--- config.mk ---
export PLATFORM = sky130hd
export DESIGN_NAME = compact_isa_branch_multi_decode
export DESIGN_NICKNAME = d
export VERILOG_FILES = /design/src/hdl/compact_isa_pkg.sv /design/src/hdl/compact_isa_branch_multi_decode.sv
export SDC_FILE = /design/constraint.sdc
export NUM_CORES = 1
export LEC_CHECK = 0
export ABC_AREA = 1
export BUFFER_PORTS_ARGS = -buffer_cell sky130_fd_sc_hd__buf_2
export CAP_MARGIN = 20
export CORE_AREA = 2 2 206 258
export CTS_BUF_LIST = sky130_fd_sc_hd__clkbuf_8
export DETAILED_ROUTE_END_ITERATION = 12
export DIE_AREA = 0 0 208 260
export MAX_ROUTING_LAYER = met4
export SETUP_SLACK_MARGIN = 0.4
export SYNTH_ARGS = -nofsm -noshare
export SYNTH_HDL_FRONTEND = slang
export SYNTH_SLANG_ARGS = --single-unit
--- constraint.sdc ---
create_clock -name clk -period 3.8 [get_ports clk]
set_input_delay 0.38 -clock clk [delete_from_list [all_inputs] [get_ports clk]]
set_output_delay 0.38 -clock clk [all_outputs]
set_load 0.1 [all_outputs]
--- src/hdl/compact_isa_pkg.sv ---
// constants, field layouts and cycle figures for the compressed branch and multi-transfer decoder
// How it works
// RL1: select bit 0 stores each listed register from base upward, then writes base back.
// RL2: select bit 1 loads each listed register from base upward, then writes base back.
// RL3: only low registers are reached; one word per listed register, addresses increasing.
// RL4: each instruction takes the cycle count of its equivalent wide-state instruction.
// RL5: codes 0000-0111 test one flag each: Z set/clear, C, N, V set/clear.
// RL6: code 1000 branches on C set and Z clear; 1001 on C clear or Z set.
// RL7: code 1010 branches when N equals V; 1011 when N differs from V.
// RL8: code 1100 needs Z clear and N equals V; 1101 Z set or N differs V.
// RL9: branch targets start from the instruction address plus four prefetch bytes.
// RL10: short offset is a signed half-word count shifted left once into 9 bits.
// RL11: code 1110 is undefined and never branches.
// RL12: code 1111 is the software interrupt, not a branch.
// RL13: interrupt saves next address to link, copies status, jumps to 0x8, wide state, supervisor.
// RL14: the interrupt's 8-bit immediate is ignored by the hardware.
// RL15: unconditional branch adds its 11-bit field shifted left once, reach plus/minus 2048.
// RL16: unconditional displacement is a 12-bit two's complement byte value, bit 0 zero.
// RL17: field layouts: multi 1100 L base list, branch 1101 cond off, jump 11100 off.
// RL18: a false condition continues sequentially and leaves the flags untouched.
package compact_isa_pkg;
	localparam logic [3:0]  MULTI_TOP      = 4'hc;  // bits 15:12
	localparam logic [3:0]  COND_TOP       = 4'hd;  // bits 15:12
	localparam logic [4:0]  JUMP_TOP       = 5'h1c; // bits 15:11
	localparam int          LOAD_BIT       = 11;
	localparam logic [3:0]  COND_UNDEF     = 4'he;
	localparam logic [3:0]  COND_SOFT_INT  = 4'hf;
	localparam logic [31:0] PREFETCH_BYTES = 32'h4;
	localparam logic [31:0] NARROW_STEP    = 32'h2;
	localparam logic [31:0] WORD_BYTES     = 32'h4;
	localparam logic [31:0] SOFT_INT_VEC   = 32'h8;
	// flag positions in the current status register
	localparam int          FLAG_N         = 31;
	localparam int          FLAG_Z         = 30;
	localparam int          FLAG_C         = 29;
	localparam int          FLAG_V         = 28;
	// pipeline refill after any change of flow, two sequential fetches
	localparam logic [1:0]  REFILL_CYCLES  = 2'h2;
	localparam logic [3:0]  C_EQ = 4'h0, C_NE = 4'h1, C_CS = 4'h2, C_CC = 4'h3;
	localparam logic [3:0]  C_MI = 4'h4, C_PL = 4'h5, C_VS = 4'h6, C_VC = 4'h7;
	localparam logic [3:0]  C_HI = 4'h8, C_LS = 4'h9, C_GE = 4'ha, C_LT = 4'hb;
	localparam logic [3:0]  C_GT = 4'hc, C_LE = 4'hd;
	typedef enum logic [2:0] {
		S_IDLE, S_BASE, S_SEL, S_ISSUE, S_WAIT, S_WBACK, S_REFILL
	} seq_state_e;
endpackage

--- src/hdl/compact_isa_branch_multi_decode.sv ---
// decode and sequencing of compressed multi-transfer, branch, jump and software interrupt
`timescale 1ns/1ps
module compact_isa_branch_multi_decode
	import compact_isa_pkg::*;
#(
	parameter int REG_IDX_W = 3             // low register group index width
) (
	input  wire logic                 clk,                 // core clock, 100 MHz
	input  wire logic                 rst_b,               // synchronous reset, active low
	input  wire logic                 instr_valid,         // instruction offered this cycle
	input  wire logic [15:0]          instr,               // compressed instruction word
	input  wire logic [31:0]          instr_addr,          // address of that instruction
	input  wire logic [31:0]          current_status_register, // live status word
	input  wire logic [31:0]          reg_rdata,           // low register read, same cycle
	input  wire logic                 mem_ready,           // memory finished the access
	input  wire logic [31:0]          mem_rdata,           // load data with mem_ready
	output logic                      busy_q,              // instruction in progress
	output logic                      done_q,              // one-cycle completion pulse
	output logic                      undef_q,             // one-cycle undefined pulse
	output logic [REG_IDX_W-1:0]      reg_rsel_q,          // low register read select
	output logic                      reg_we_q,            // low register write pulse
	output logic [REG_IDX_W-1:0]      reg_wsel_q,          // low register write select
	output logic [31:0]               reg_wdata_q,         // low register write data
	output logic                      mem_req_q,           // memory request, held to ready
	output logic                      mem_we_q,            // 1 store, 0 load
	output logic [31:0]               mem_addr_q,          // byte address of the access
	output logic [31:0]               mem_wdata_q,         // store data
	output logic                      program_counter_load_q, // one-cycle flow change
	output logic [31:0]               program_counter_target_q, // new fetch address
	output logic                      link_register_we_q,  // link write pulse
	output logic [31:0]               link_register_data_q, // link value
	output logic                      saved_status_we_q,   // saved status write pulse
	output logic [31:0]               saved_status_register_q, // copy of status word
	output logic                      wide_state_q,        // 1 after switch to wide state
	output logic                      supervisor_mode_q    // 1 after the interrupt entry
);
	// decode of the offered word
	logic                 is_multi;
	logic                 is_cond;
	logic                 is_jump;
	logic [3:0]           cond;
	logic [31:0]          short_disp;
	logic [31:0]          long_disp;
	logic [31:0]          branch_base;
	logic                 taken;
	seq_state_e           state_q;
	logic [7:0]           list_q;
	logic                 load_q;
	logic [REG_IDX_W-1:0] base_q;
	logic [31:0]          addr_q;
	logic [1:0]           refill_q;

	// field positions assume the customary layout
	assign is_multi    = instr_valid && !busy_q && instr[15:12] == MULTI_TOP; // see RL17
	assign is_cond     = instr_valid && !busy_q && instr[15:12] == COND_TOP; // see RL17
	assign is_jump     = instr_valid && !busy_q && instr[15:11] == JUMP_TOP; // see RL17
	assign cond        = instr[11:8];
	assign short_disp  = {{23{instr[7]}}, instr[7:0], 1'b0};   // see RL10
	assign long_disp   = {{20{instr[10]}}, instr[10:0], 1'b0}; // see RL15 see RL16
	assign branch_base = instr_addr + PREFETCH_BYTES;           // see RL9

	// condition evaluation on the live flags
	function automatic logic cond_true(input logic [3:0] c, input logic [31:0] sr);
		logic n;
		logic z;
		logic cy;
		logic v;
		n  = sr[FLAG_N];
		z  = sr[FLAG_Z];
		cy = sr[FLAG_C];
		v  = sr[FLAG_V];
		unique case (c)
			C_EQ: cond_true = z;                  // see RL5
			C_NE: cond_true = !z;                 // see RL5
			C_CS: cond_true = cy;                 // see RL5
			C_CC: cond_true = !cy;                // see RL5
			C_MI: cond_true = n;                  // see RL5
			C_PL: cond_true = !n;                 // see RL5
			C_VS: cond_true = v;                  // see RL5
			C_VC: cond_true = !v;                 // see RL5
			C_HI: cond_true = cy && !z;           // see RL6
			C_LS: cond_true = !cy || z;           // see RL6
			C_GE: cond_true = n == v;             // see RL7
			C_LT: cond_true = n != v;             // see RL7
			C_GT: cond_true = !z && (n == v);     // see RL8
			C_LE: cond_true = z || (n != v);      // see RL8
			default: cond_true = 1'b0;            // undefined and interrupt never branch, see RL11
		endcase
	endfunction

	assign taken = is_cond && cond_true(cond, current_status_register);

	// lowest listed register goes first so addresses rise with index
	function automatic logic [REG_IDX_W-1:0] first_set(input logic [7:0] l);
		first_set = '0;
		for (int i = 7; i >= 0; i--) begin
			if (l[i]) begin
				first_set = REG_IDX_W'(i);
			end
		end
	endfunction

	// sequencer; every change of flow ends in the refill wait so cycles match the wide form
	always_ff @(posedge clk) begin
		if (!rst_b) begin
			state_q  <= S_IDLE;
			list_q   <= 8'h00;
			load_q   <= 1'b0;
			base_q   <= '0;
			refill_q <= 2'h0;
		end else begin
			unique case (state_q)
				S_IDLE: begin
					if (is_multi) begin
						list_q <= instr[7:0];
						load_q <= instr[LOAD_BIT];           // see RL1 see RL2
						base_q <= instr[10:8];
						state_q <= S_BASE;
					end else if (taken || is_jump ||
					             (is_cond && cond == COND_SOFT_INT)) begin
						refill_q <= REFILL_CYCLES;           // see RL4
						state_q  <= S_REFILL;
					end
				end
				S_BASE:  state_q <= (list_q == 8'h00) ? S_WBACK : S_SEL;
				S_SEL: begin
					list_q[first_set(list_q)] <= 1'b0;     // one word per listed register, see RL3
					state_q <= S_ISSUE;
				end
				S_ISSUE: state_q <= S_WAIT;
				S_WAIT: begin
					if (mem_ready) begin
						state_q <= (list_q == 8'h00) ? S_WBACK : S_SEL;
					end
				end
				S_WBACK: state_q <= S_IDLE;
				S_REFILL: begin
					refill_q <= refill_q - 2'h1;
					if (refill_q == 2'h1) begin
						state_q <= S_IDLE;
					end
				end
			endcase
		end
	end

	// busy and completion; a false condition or undefined code completes at once
	always_ff @(posedge clk) begin
		if (!rst_b) begin
			busy_q  <= 1'b0;
			done_q  <= 1'b0;
			undef_q <= 1'b0;
		end else begin
			undef_q <= is_cond && cond == COND_UNDEF;  // see RL11
			done_q  <= (is_cond && !taken && cond != COND_SOFT_INT) ||   // see RL18
			           state_q == S_WBACK ||
			           (state_q == S_REFILL && refill_q == 2'h1);
			if (state_q == S_WBACK || (state_q == S_REFILL && refill_q == 2'h1)) begin
				busy_q <= 1'b0;
			end else if (is_multi || taken || is_jump ||
			             (is_cond && cond == COND_SOFT_INT)) begin
				busy_q <= 1'b1;
			end
		end
	end

	// memory side; stores read the register the cycle before issue
	always_ff @(posedge clk) begin
		if (!rst_b) begin
			addr_q      <= 32'h0;
			reg_rsel_q  <= '0;
			mem_req_q   <= 1'b0;
			mem_we_q    <= 1'b0;
			mem_addr_q  <= 32'h0;
			mem_wdata_q <= 32'h0;
		end else begin
			if (is_multi) begin
				reg_rsel_q <= instr[10:8];
			end else if (state_q == S_SEL) begin
				reg_rsel_q <= first_set(list_q);
			end
			if (state_q == S_BASE) begin
				addr_q <= reg_rdata;                       // start at the base value
			end else if (state_q == S_WAIT && mem_ready) begin
				addr_q <= addr_q + WORD_BYTES;             // see RL3
			end
			if (state_q == S_ISSUE) begin
				mem_req_q   <= 1'b1;
				mem_we_q    <= !load_q;                    // see RL1
				mem_addr_q  <= addr_q;
				mem_wdata_q <= reg_rdata;
			end else if (state_q == S_WAIT && mem_ready) begin
				mem_req_q <= 1'b0;
			end
		end
	end

	// register write-back; base write follows the data so it wins if listed too
	always_ff @(posedge clk) begin
		if (!rst_b) begin
			reg_we_q    <= 1'b0;
			reg_wsel_q  <= '0;
			reg_wdata_q <= 32'h0;
		end else begin
			reg_we_q <= 1'b0;
			if (state_q == S_WAIT && mem_ready && load_q) begin
				reg_we_q    <= 1'b1;                       // see RL2
				reg_wsel_q  <= reg_rsel_q;
				reg_wdata_q <= mem_rdata;
			end else if (state_q == S_WBACK) begin
				reg_we_q    <= 1'b1;                       // see RL1 see RL2
				reg_wsel_q  <= base_q;
				reg_wdata_q <= addr_q;
			end
		end
	end

	// flow change, link, saved status and mode; the interrupt immediate is never read
	always_ff @(posedge clk) begin
		if (!rst_b) begin
			program_counter_load_q   <= 1'b0;
			program_counter_target_q <= 32'h0;
			link_register_we_q       <= 1'b0;
			link_register_data_q     <= 32'h0;
			saved_status_we_q        <= 1'b0;
			saved_status_register_q  <= 32'h0;
			wide_state_q             <= 1'b0;
			supervisor_mode_q        <= 1'b0;
		end else begin
			program_counter_load_q <= taken || is_jump || (is_cond && cond == COND_SOFT_INT);
			link_register_we_q     <= is_cond && cond == COND_SOFT_INT;
			saved_status_we_q      <= is_cond && cond == COND_SOFT_INT;
			if (is_cond && cond == COND_SOFT_INT) begin
				program_counter_target_q <= SOFT_INT_VEC;              // see RL12 see RL13 see RL14
				link_register_data_q     <= instr_addr + NARROW_STEP;  // see RL13
				saved_status_register_q  <= current_status_register;   // see RL13
				wide_state_q             <= 1'b1;                      // see RL13
				supervisor_mode_q        <= 1'b1;                      // see RL13
			end else if (taken) begin
				program_counter_target_q <= branch_base + short_disp;  // see RL9 see RL10
			end else if (is_jump) begin
				program_counter_target_q <= branch_base + long_disp;   // see RL15 see RL16
			end
		end
	end

	// checks
	short_branch_a: assert property (@(posedge clk) disable iff (!rst_b) // see RL10
		taken |=> program_counter_load_q &&
		program_counter_target_q == $past(instr_addr) + PREFETCH_BYTES +
		{{23{$past(instr[7])}}, $past(instr[7:0]), 1'b0})
		else $error("short branch target wrong");
	long_jump_a: assert property (@(posedge clk) disable iff (!rst_b) // see RL15
		is_jump |=> program_counter_target_q == $past(instr_addr) + PREFETCH_BYTES +
		{{20{$past(instr[10])}}, $past(instr[10:0]), 1'b0})
		else $error("jump target wrong");
	soft_int_a: assert property (@(posedge clk) disable iff (!rst_b) // see RL13
		(is_cond && cond == COND_SOFT_INT) |=> program_counter_target_q == SOFT_INT_VEC &&
		link_register_data_q == $past(instr_addr) + NARROW_STEP && supervisor_mode_q &&
		wide_state_q && saved_status_register_q == $past(current_status_register))
		else $error("interrupt entry wrong");
	undef_code_a: assert property (@(posedge clk) disable iff (!rst_b) // see RL11
		(is_cond && cond == COND_UNDEF) |=> !program_counter_load_q && undef_q)
		else $error("undefined code branched");
	not_taken_a: assert property (@(posedge clk) disable iff (!rst_b) // see RL18
		(is_cond && !taken && cond != COND_SOFT_INT) |=> done_q && !program_counter_load_q
		&& !busy_q)
		else $error("false condition not sequential");
	hi_cond_a: assert property (@(posedge clk) disable iff (!rst_b) // see RL6
		(is_cond && cond == C_HI) |-> taken == (current_status_register[FLAG_C] &&
		!current_status_register[FLAG_Z]))
		else $error("unsigned higher wrong");
	gt_cond_a: assert property (@(posedge clk) disable iff (!rst_b) // see RL8
		(is_cond && cond == C_GT) |-> taken == (!current_status_register[FLAG_Z] &&
		current_status_register[FLAG_N] == current_status_register[FLAG_V]))
		else $error("signed greater wrong");
	addr_step_a: assert property (@(posedge clk) disable iff (!rst_b) // see RL3
		(state_q == S_WAIT && mem_ready) |=> addr_q == $past(addr_q) + WORD_BYTES)
		else $error("address did not step a word");
	refill_len_a: assert property (@(posedge clk) disable iff (!rst_b) // see RL4
		$rose(program_counter_load_q) |-> ##1 busy_q ##1 done_q)
		else $error("flow change took wrong cycles");
	store_dir_a: assert property (@(posedge clk) disable iff (!rst_b) // see RL1
		$rose(mem_req_q) |-> mem_we_q == !load_q)
		else $error("transfer direction wrong");
	// multi-transfer bus and write-back; a dropped request would lose a word silently
	wback_base_a: assert property (@(posedge clk) disable iff (!rst_b) // see RL2
		state_q == S_WBACK |=> reg_we_q && reg_wsel_q == $past(base_q) &&
		reg_wdata_q == $past(addr_q))
		else $error("base write-back wrong");
	req_hold_a: assert property (@(posedge clk) disable iff (!rst_b) // see RL3
		(mem_req_q && !mem_ready) |=> mem_req_q && $stable(mem_addr_q) && $stable(mem_we_q))
		else $error("request dropped before ready");
	// main scenarios reached
	multi_cov: cover property (@(posedge clk) disable iff (!rst_b)
		state_q == S_WBACK && load_q);
	branch_cov: cover property (@(posedge clk) disable iff (!rst_b) taken);
	soft_int_cov: cover property (@(posedge clk) disable iff (!rst_b)
		is_cond && cond == COND_SOFT_INT);
	jump_cov: cover property (@(posedge clk) disable iff (!rst_b) is_jump);
	undef_cov: cover property (@(posedge clk) disable iff (!rst_b)
		is_cond && cond == COND_UNDEF);
endmodule // compact_isa_branch_multi_decode

### Word level (Yosys, flattened, before mapping)

Cells that the tools add are included.
Widths: inputs -> output; s select.

* register bits after elaboration: 256
* bits in latches: 0
* RAM bits: 0
* memory bits (read-only): 0
* memories: 0

* add/subtract/negate cells: 6
* $mul: 0
* div/mod/pow operators: 0
* order comparisons: 2
* equal/unequal tests: 34
* shifts and indexed selects: 0
* multiplexer cells: 38
* bitwise operators: 3
* reduce and logical (&&, ||, !) cells: 49

Operators with widths (number)
* $mux 32: 6
* $add 32x3->32 const B: 2
* $add 32x32->32: 2
* $mux 3: 18
* $eq 4x4->1 const B: 10
* $add 32x2->32 const B: 1
* $pmux 3 s7: 1
* $eq 4x3->1 const B: 4
* $pmux 8 s2: 1
* $logic_and 1x1->1: 15
* $pmux 1 s14: 1
* $reduce_bool 2->1: 7
* $logic_or 1x1->1: 10
* $ne 2x2->1 const B: 5
* $eq 3x3->1 const B: 3
* $and 8x8->8: 1
* $eq 4x2->1 const B: 2
* $logic_not 8->1: 1
* $mux 8: 1
* $not 8->8: 1
* $logic_not 1->1: 7
* $eq 3x2->1 const B: 2
* $reduce_and 3->1: 2
* $eq 5x5->1 const B: 1
* other kinds (21): 28

### Logic depth before layout (Yosys ltp)

* word-level depth: 17
* depth in mapped cells: 26
* gate-level depth less buffers: 26

### Least setup slack after synthesis

Ideal clock, no wire load.

* path kind: reg-to-reg
* start: register busy_q
* end: register program_counter_target_q[23]
* setup time: 0.122 ns
* arrival: 3.178 ns
* data required time: 3.678 ns
* slack: 0.500 ns
* stages on the path, launching flop included: 18
* clock period less this slack: 3.300 ns
* cell sequence: dfxtp_1 inv_1 nand4_1 nor3_2 nand3_1 nand2_1 inv_1 ha_1 a21oi_1 o21ai_0 a21oi_1 nand2_1 nand2_1 nand2_1 nand2_1 nand2_1 xnor2_1 a21oi_1

* word-level cells in the longest chain between the ends: 5

Ends and longest elaborated chain
* start: declaration: RTL line compact_isa_branch_multi_decode.sv:17 `output logic busy_q,`
* start signal: assignment: RTL line compact_isa_branch_multi_decode.sv:150 `busy_q <= 1'b0;`
* start signal: assignment: RTL line compact_isa_branch_multi_decode.sv:159 `busy_q <= 1'b0;`
* start signal: assignment: RTL line compact_isa_branch_multi_decode.sv:162 `busy_q <= 1'b1;`
* $logic_not 1->1 (*): RTL line compact_isa_branch_multi_decode.sv:55, compact_isa_branch_multi_decode.sv:56
* $logic_and 1x1->1 (*): RTL line compact_isa_branch_multi_decode.sv:55, compact_isa_branch_multi_decode.sv:56
* $logic_and 1x1->1: RTL line compact_isa_branch_multi_decode.sv:55 `assign is_cond = instr_valid && !busy_q && instr[15:12] == COND_TOP;`
* $logic_and 1x1->1, on equally long branches: RTL line compact_isa_branch_multi_decode.sv:91, compact_isa_branch_multi_decode.sv:233
* $mux 32 (tied with other cells): RTL line compact_isa_branch_multi_decode.sv:239 `end else if (taken) begin`
* end signal: assignment: RTL line compact_isa_branch_multi_decode.sv:240 `program_counter_target_q <= branch_base + short_disp;`
* end signal: assignment: RTL line compact_isa_branch_multi_decode.sv:242 `program_counter_target_q <= branch_base + long_disp;`
* end: declaration: RTL line compact_isa_branch_multi_decode.sv:29 `output logic [31:0] program_counter_target_q,`

Mark *: on every way between the ends. The rest lies on a longest branch, timed or not.
A chain may end at the register's enable or synchronous reset.

### Final worst setup path

* start: register busy_q
* end: register program_counter_target_q[25]

The elaborated chain is that of the path after synthesis.

==> metrics.md <==
| Metric | Value |
|---|---|
| Total CTS buffers | `48` |
| GP Congestion | `0.988` |
| Largest net degree at the start of global routing | `90` |
| Cell Area, Synth | `12,800 µm²` |
| MaxCap Viol Count | `0` |
| Worst-path cell chain | `inv_1, nand4_1, nor3_2, nand3_2, nand2_2, inv_4, buf_8, ha_2, nand2_2, nor2_1, and2_1, o21ai_0, nand3_1, nand2_1, nand2_1, xnor2_1, a21oi_1` |
| Max Slew Vio Count | `0` |
| Top cell type's share of synthesized area | `0.401` |
| Async set-reset flop share out of synthesis | `0` |
| TritonCTS Sinks | `256` |
| Place WS | `0.0608 ns` |
| Slew @ Worst Pin | `0.954 ns` |
| Final net count | `2,383` |
| Post-synth net total | `1,954` |
| DR pass1 iterations | `7` |
| Maximum clock path buffer count | `3` |
| Hold Vio Cnt, Final | `0` |
| Main area contributors after synthesis | `dfxtp_1 40%, nand2_1 12%, nor2_1 5.6%, o21ai_0 5.3%, a21oi_1 4.2%` |
| Crit Path Category | `reg -> reg` |
| Htree depth | `2` |
| Tcrit/Tclk final | `0.866` |
| Core ar. | `51,400 µm²` |
| Synth cell types | `47` |
| Slowest cell on the critical path | `ha_2` |
| Die Wd | `208 µm` |
| Area growth, synth to finish | `35.1%` |
| Yosys reg bits | `256` |
| Cell family with the largest share of critical-path delay | `simple AND/OR/NAND/NOR gates` |
| First-iteration detailed-routing DRC count | `1,018` |
| Die ar. | `54,100 µm²` |
| Status | `finished clean` |
| Vias in the first global route | `14,000` |
| Critical path required time | `4.29 ns` |
| # rows | `93` |
| Sequential area share after synthesis | `0.401` |
| Global Route Usage Sum | `0.204` |
| Worst Setup Start Kind | `flip-flop` |
| EDFF count, synth | `0` |
| Routed WL per cell | `19.1 µm` |
| Worst Clk Skew | `0.0507 ns` |
| Endpoint class of the critical path | `flip-flop` |
| IO Count | `357` |
| Initial Util | `0.249` |
| Antenna Nets Post-Route | `0` |
| Minimum clock period | `3.29 ns` |
| Max Fclk | `304 MHz` |
| RSZ-0062 raised after global routing | `true` |
| Worst VDD drop | `0.301 mV` |
| Clk_lat worst skew | `0.63 ns` |
| Crit-path max FO | `14` |
| Share of cells above drive strength 1 | `0.246` |
| First-pass GRT wire length | `83,200 µm` |
| Synth Flop Type | `dfxtp_1` |
| Cells after synthesis | `1,771` |
| Most common cell after layout, fill and taps aside | `nand2_1` |
| Worst Slack Setup Final | `0.508 ns` |
| Post-detail-place hpwl | `42,500 µm` |
| DR DRC count | `0` |
| Cell area power density | `438 nW/µm²` |
| Yosys warns | `0` |
| CTS Root Cell | `clkbuf_8` |
| Syn avg cell area | `7.23 µm²` |
| Most frequent cells in the layout | `401 x nand2_1, 356 x buf_2, 256 x dfxtp_1, 185 x nor2_1, 135 x inv_1` |
| Vias | `14,100` |
| TritonCTS clock tree | `built` |
| Clock transition at path regs | `0.06 ns` |
| Port Buffers | `356` |
| LEAKAGE | `7.85 nW` |
| Grt total ovfl | `0` |
| Routed wire length | `55,500 µm` |
| Via/cell ratio | `4.86` |
| Antenna violations before repair | `7` |
| Largest stage delay on the critical path | `0.39 ns` |
| Critical path arrival | `3.78 ns` |
| TNS Setup | `0 ns` |
| Synth area leader | `dfxtp_1` |
| Slew Limit Headroom | `0.364` |
| Hold crit path type | `in -> reg` |
| Setup violations, final | `0` |
| WP buf/inv | `3` |
| Die Height | `260 µm` |
[synth_stat cells, types with 8 or more instances]
cell,n
nor2_1,190
xnor2_1,29
a21oi_1,108
nand3_1,66
xor2_1,59
a22o_1,36
nand4_1,15
dfxtp_1,256
inv_2,18
ha_1,34
inv_1,128
nor3_1,33
o21ai_1,30
a31oi_1,67
nor4_1,8
buf_2,16
nor3_2,9
nand2_1,405
o21ai_0,136
clkbuf_1,55
[timing repair]
item,in CTS,in global routing
endpoints found under the hold margin,63,0
setup endpoints to repair,4,14
buffers inserted,0,2
resized for setup,3,36
hold buffers,61,0
pin swaps,0,3
[cell type report]
cell class,count,area (µm²)
multi-input cells,1288,6920
fillers,5581,34200
well taps,665,832
diodes,6,15.0
flip-flops and latches,256,5120
clock buffers,59,812
clock inverters,28,300
repair buffers,457,2710
inverters,149,562
[worst register-to-register path: stages, from the launching register on]
cell and delay, ns:
dfxtp_1 0.35, inv_1 0.08, nand4_1 0.24, nor3_2 0.34, nand3_2 0.17, nand2_2 0.15
inv_4 0.07, buf_8 0.16, ha_2 0.40, nand2_2 0.10, nor2_1 0.21, and2_1 0.21
o21ai_0 0.15, nand3_1 0.18, nand2_1 0.07, nand2_1 0.07, xnor2_1 0.12, a21oi_1 0.08
[per-stage QoR]
| step | total power, W | cells | instance area, µm² | util | hold slack (ns) |
|---|---|---|---|---|---|
| after global routing | 0.00793 | 2908 | 17300 | 0.336 | 0.0141 |
| after CTS | 0.00767 | 2900 | 17100 | 0.333 | 0.000732 |
| after detailed placement | 0.00440 | 2752 | 15400 | 0.300 | 0.447 |
| final | 0.00757 | 2908 | 17300 | 0.336 | 0.0590 |
| after global placement | 0.00439 | 2752 | 15400 | 0.300 | 0.433 |
| after floorplan | 0.00388 | 1771 | 12800 | - | 0.423 |
[state kept, by name, indices dropped and copies added (netlist names), 2 cells and up]
signal / count
addr_q: 32
base_q: 3
link_register_data_q: 32
list_q: 8
mem_addr_q: 32
mem_wdata_q: 32
program_counter_target_q: 32
refill_q: 2
reg_rsel_q: 3
reg_wdata_q: 32
reg_wsel_q: 3
saved_status_register_q: 32
state_q: 3
[power by group]
| part | total [W] | switching, W | internal (W) |
|---|---|---|---|
| clock network | 0.00315 | 0.00133 | 0.00183 |
| logic | 0.00151 | 0.00107 | 0.000444 |
| registers | 0.00290 | 0.000122 | 0.00278 |
| total | 0.00757 | 0.00252 | 0.00505 |
[final timing paths]
check | start | endpoint | slack (ns) | cells past startpoint
setup / recovery | busy_q$_SDFFE_PP0P_ | program_counter_target_q[25]$_SDFFE_PP0P_ | 0.51 | 17
setup reg to reg | busy_q$_SDFFE_PP0P_ | program_counter_target_q[25]$_SDFFE_PP0P_ | 0.51 | 17
hold / removal | reg_rdata[19] | mem_wdata_q[19]$_SDFFE_PN0P_ | 0.06 | 3
hold reg to reg | link_register_data_q[1]$_SDFFE_PN0P_ | link_register_data_q[1]$_SDFFE_PN0P_ | 0.45 | 2
[cells by family (layout without fill, tap and decap cells)]
kind of cell / count (synthesis) / in the layout / synth area share
AOI/OAI and AO/OA: 417 / 417 / 0.189
xor gates and xnor gates: 88 / 88 / 0.0602
adders and majority gates: 35 / 35 / 0.0348
buffers and inverters: 227 / 693 / 0.0693
DFF: 256 / 256 / 0.401
other: 0 / 6 / 0
and+or+nand+nor: 748 / 748 / 0.246
[per-layer routing]
layer  GRT usage  wire length, µm
met2       0.371            28700
met1       0.215            20800
met3      0.0417             3540
met5           -                0
met4      0.0845             2450
(Power assumes the default switching activity.)
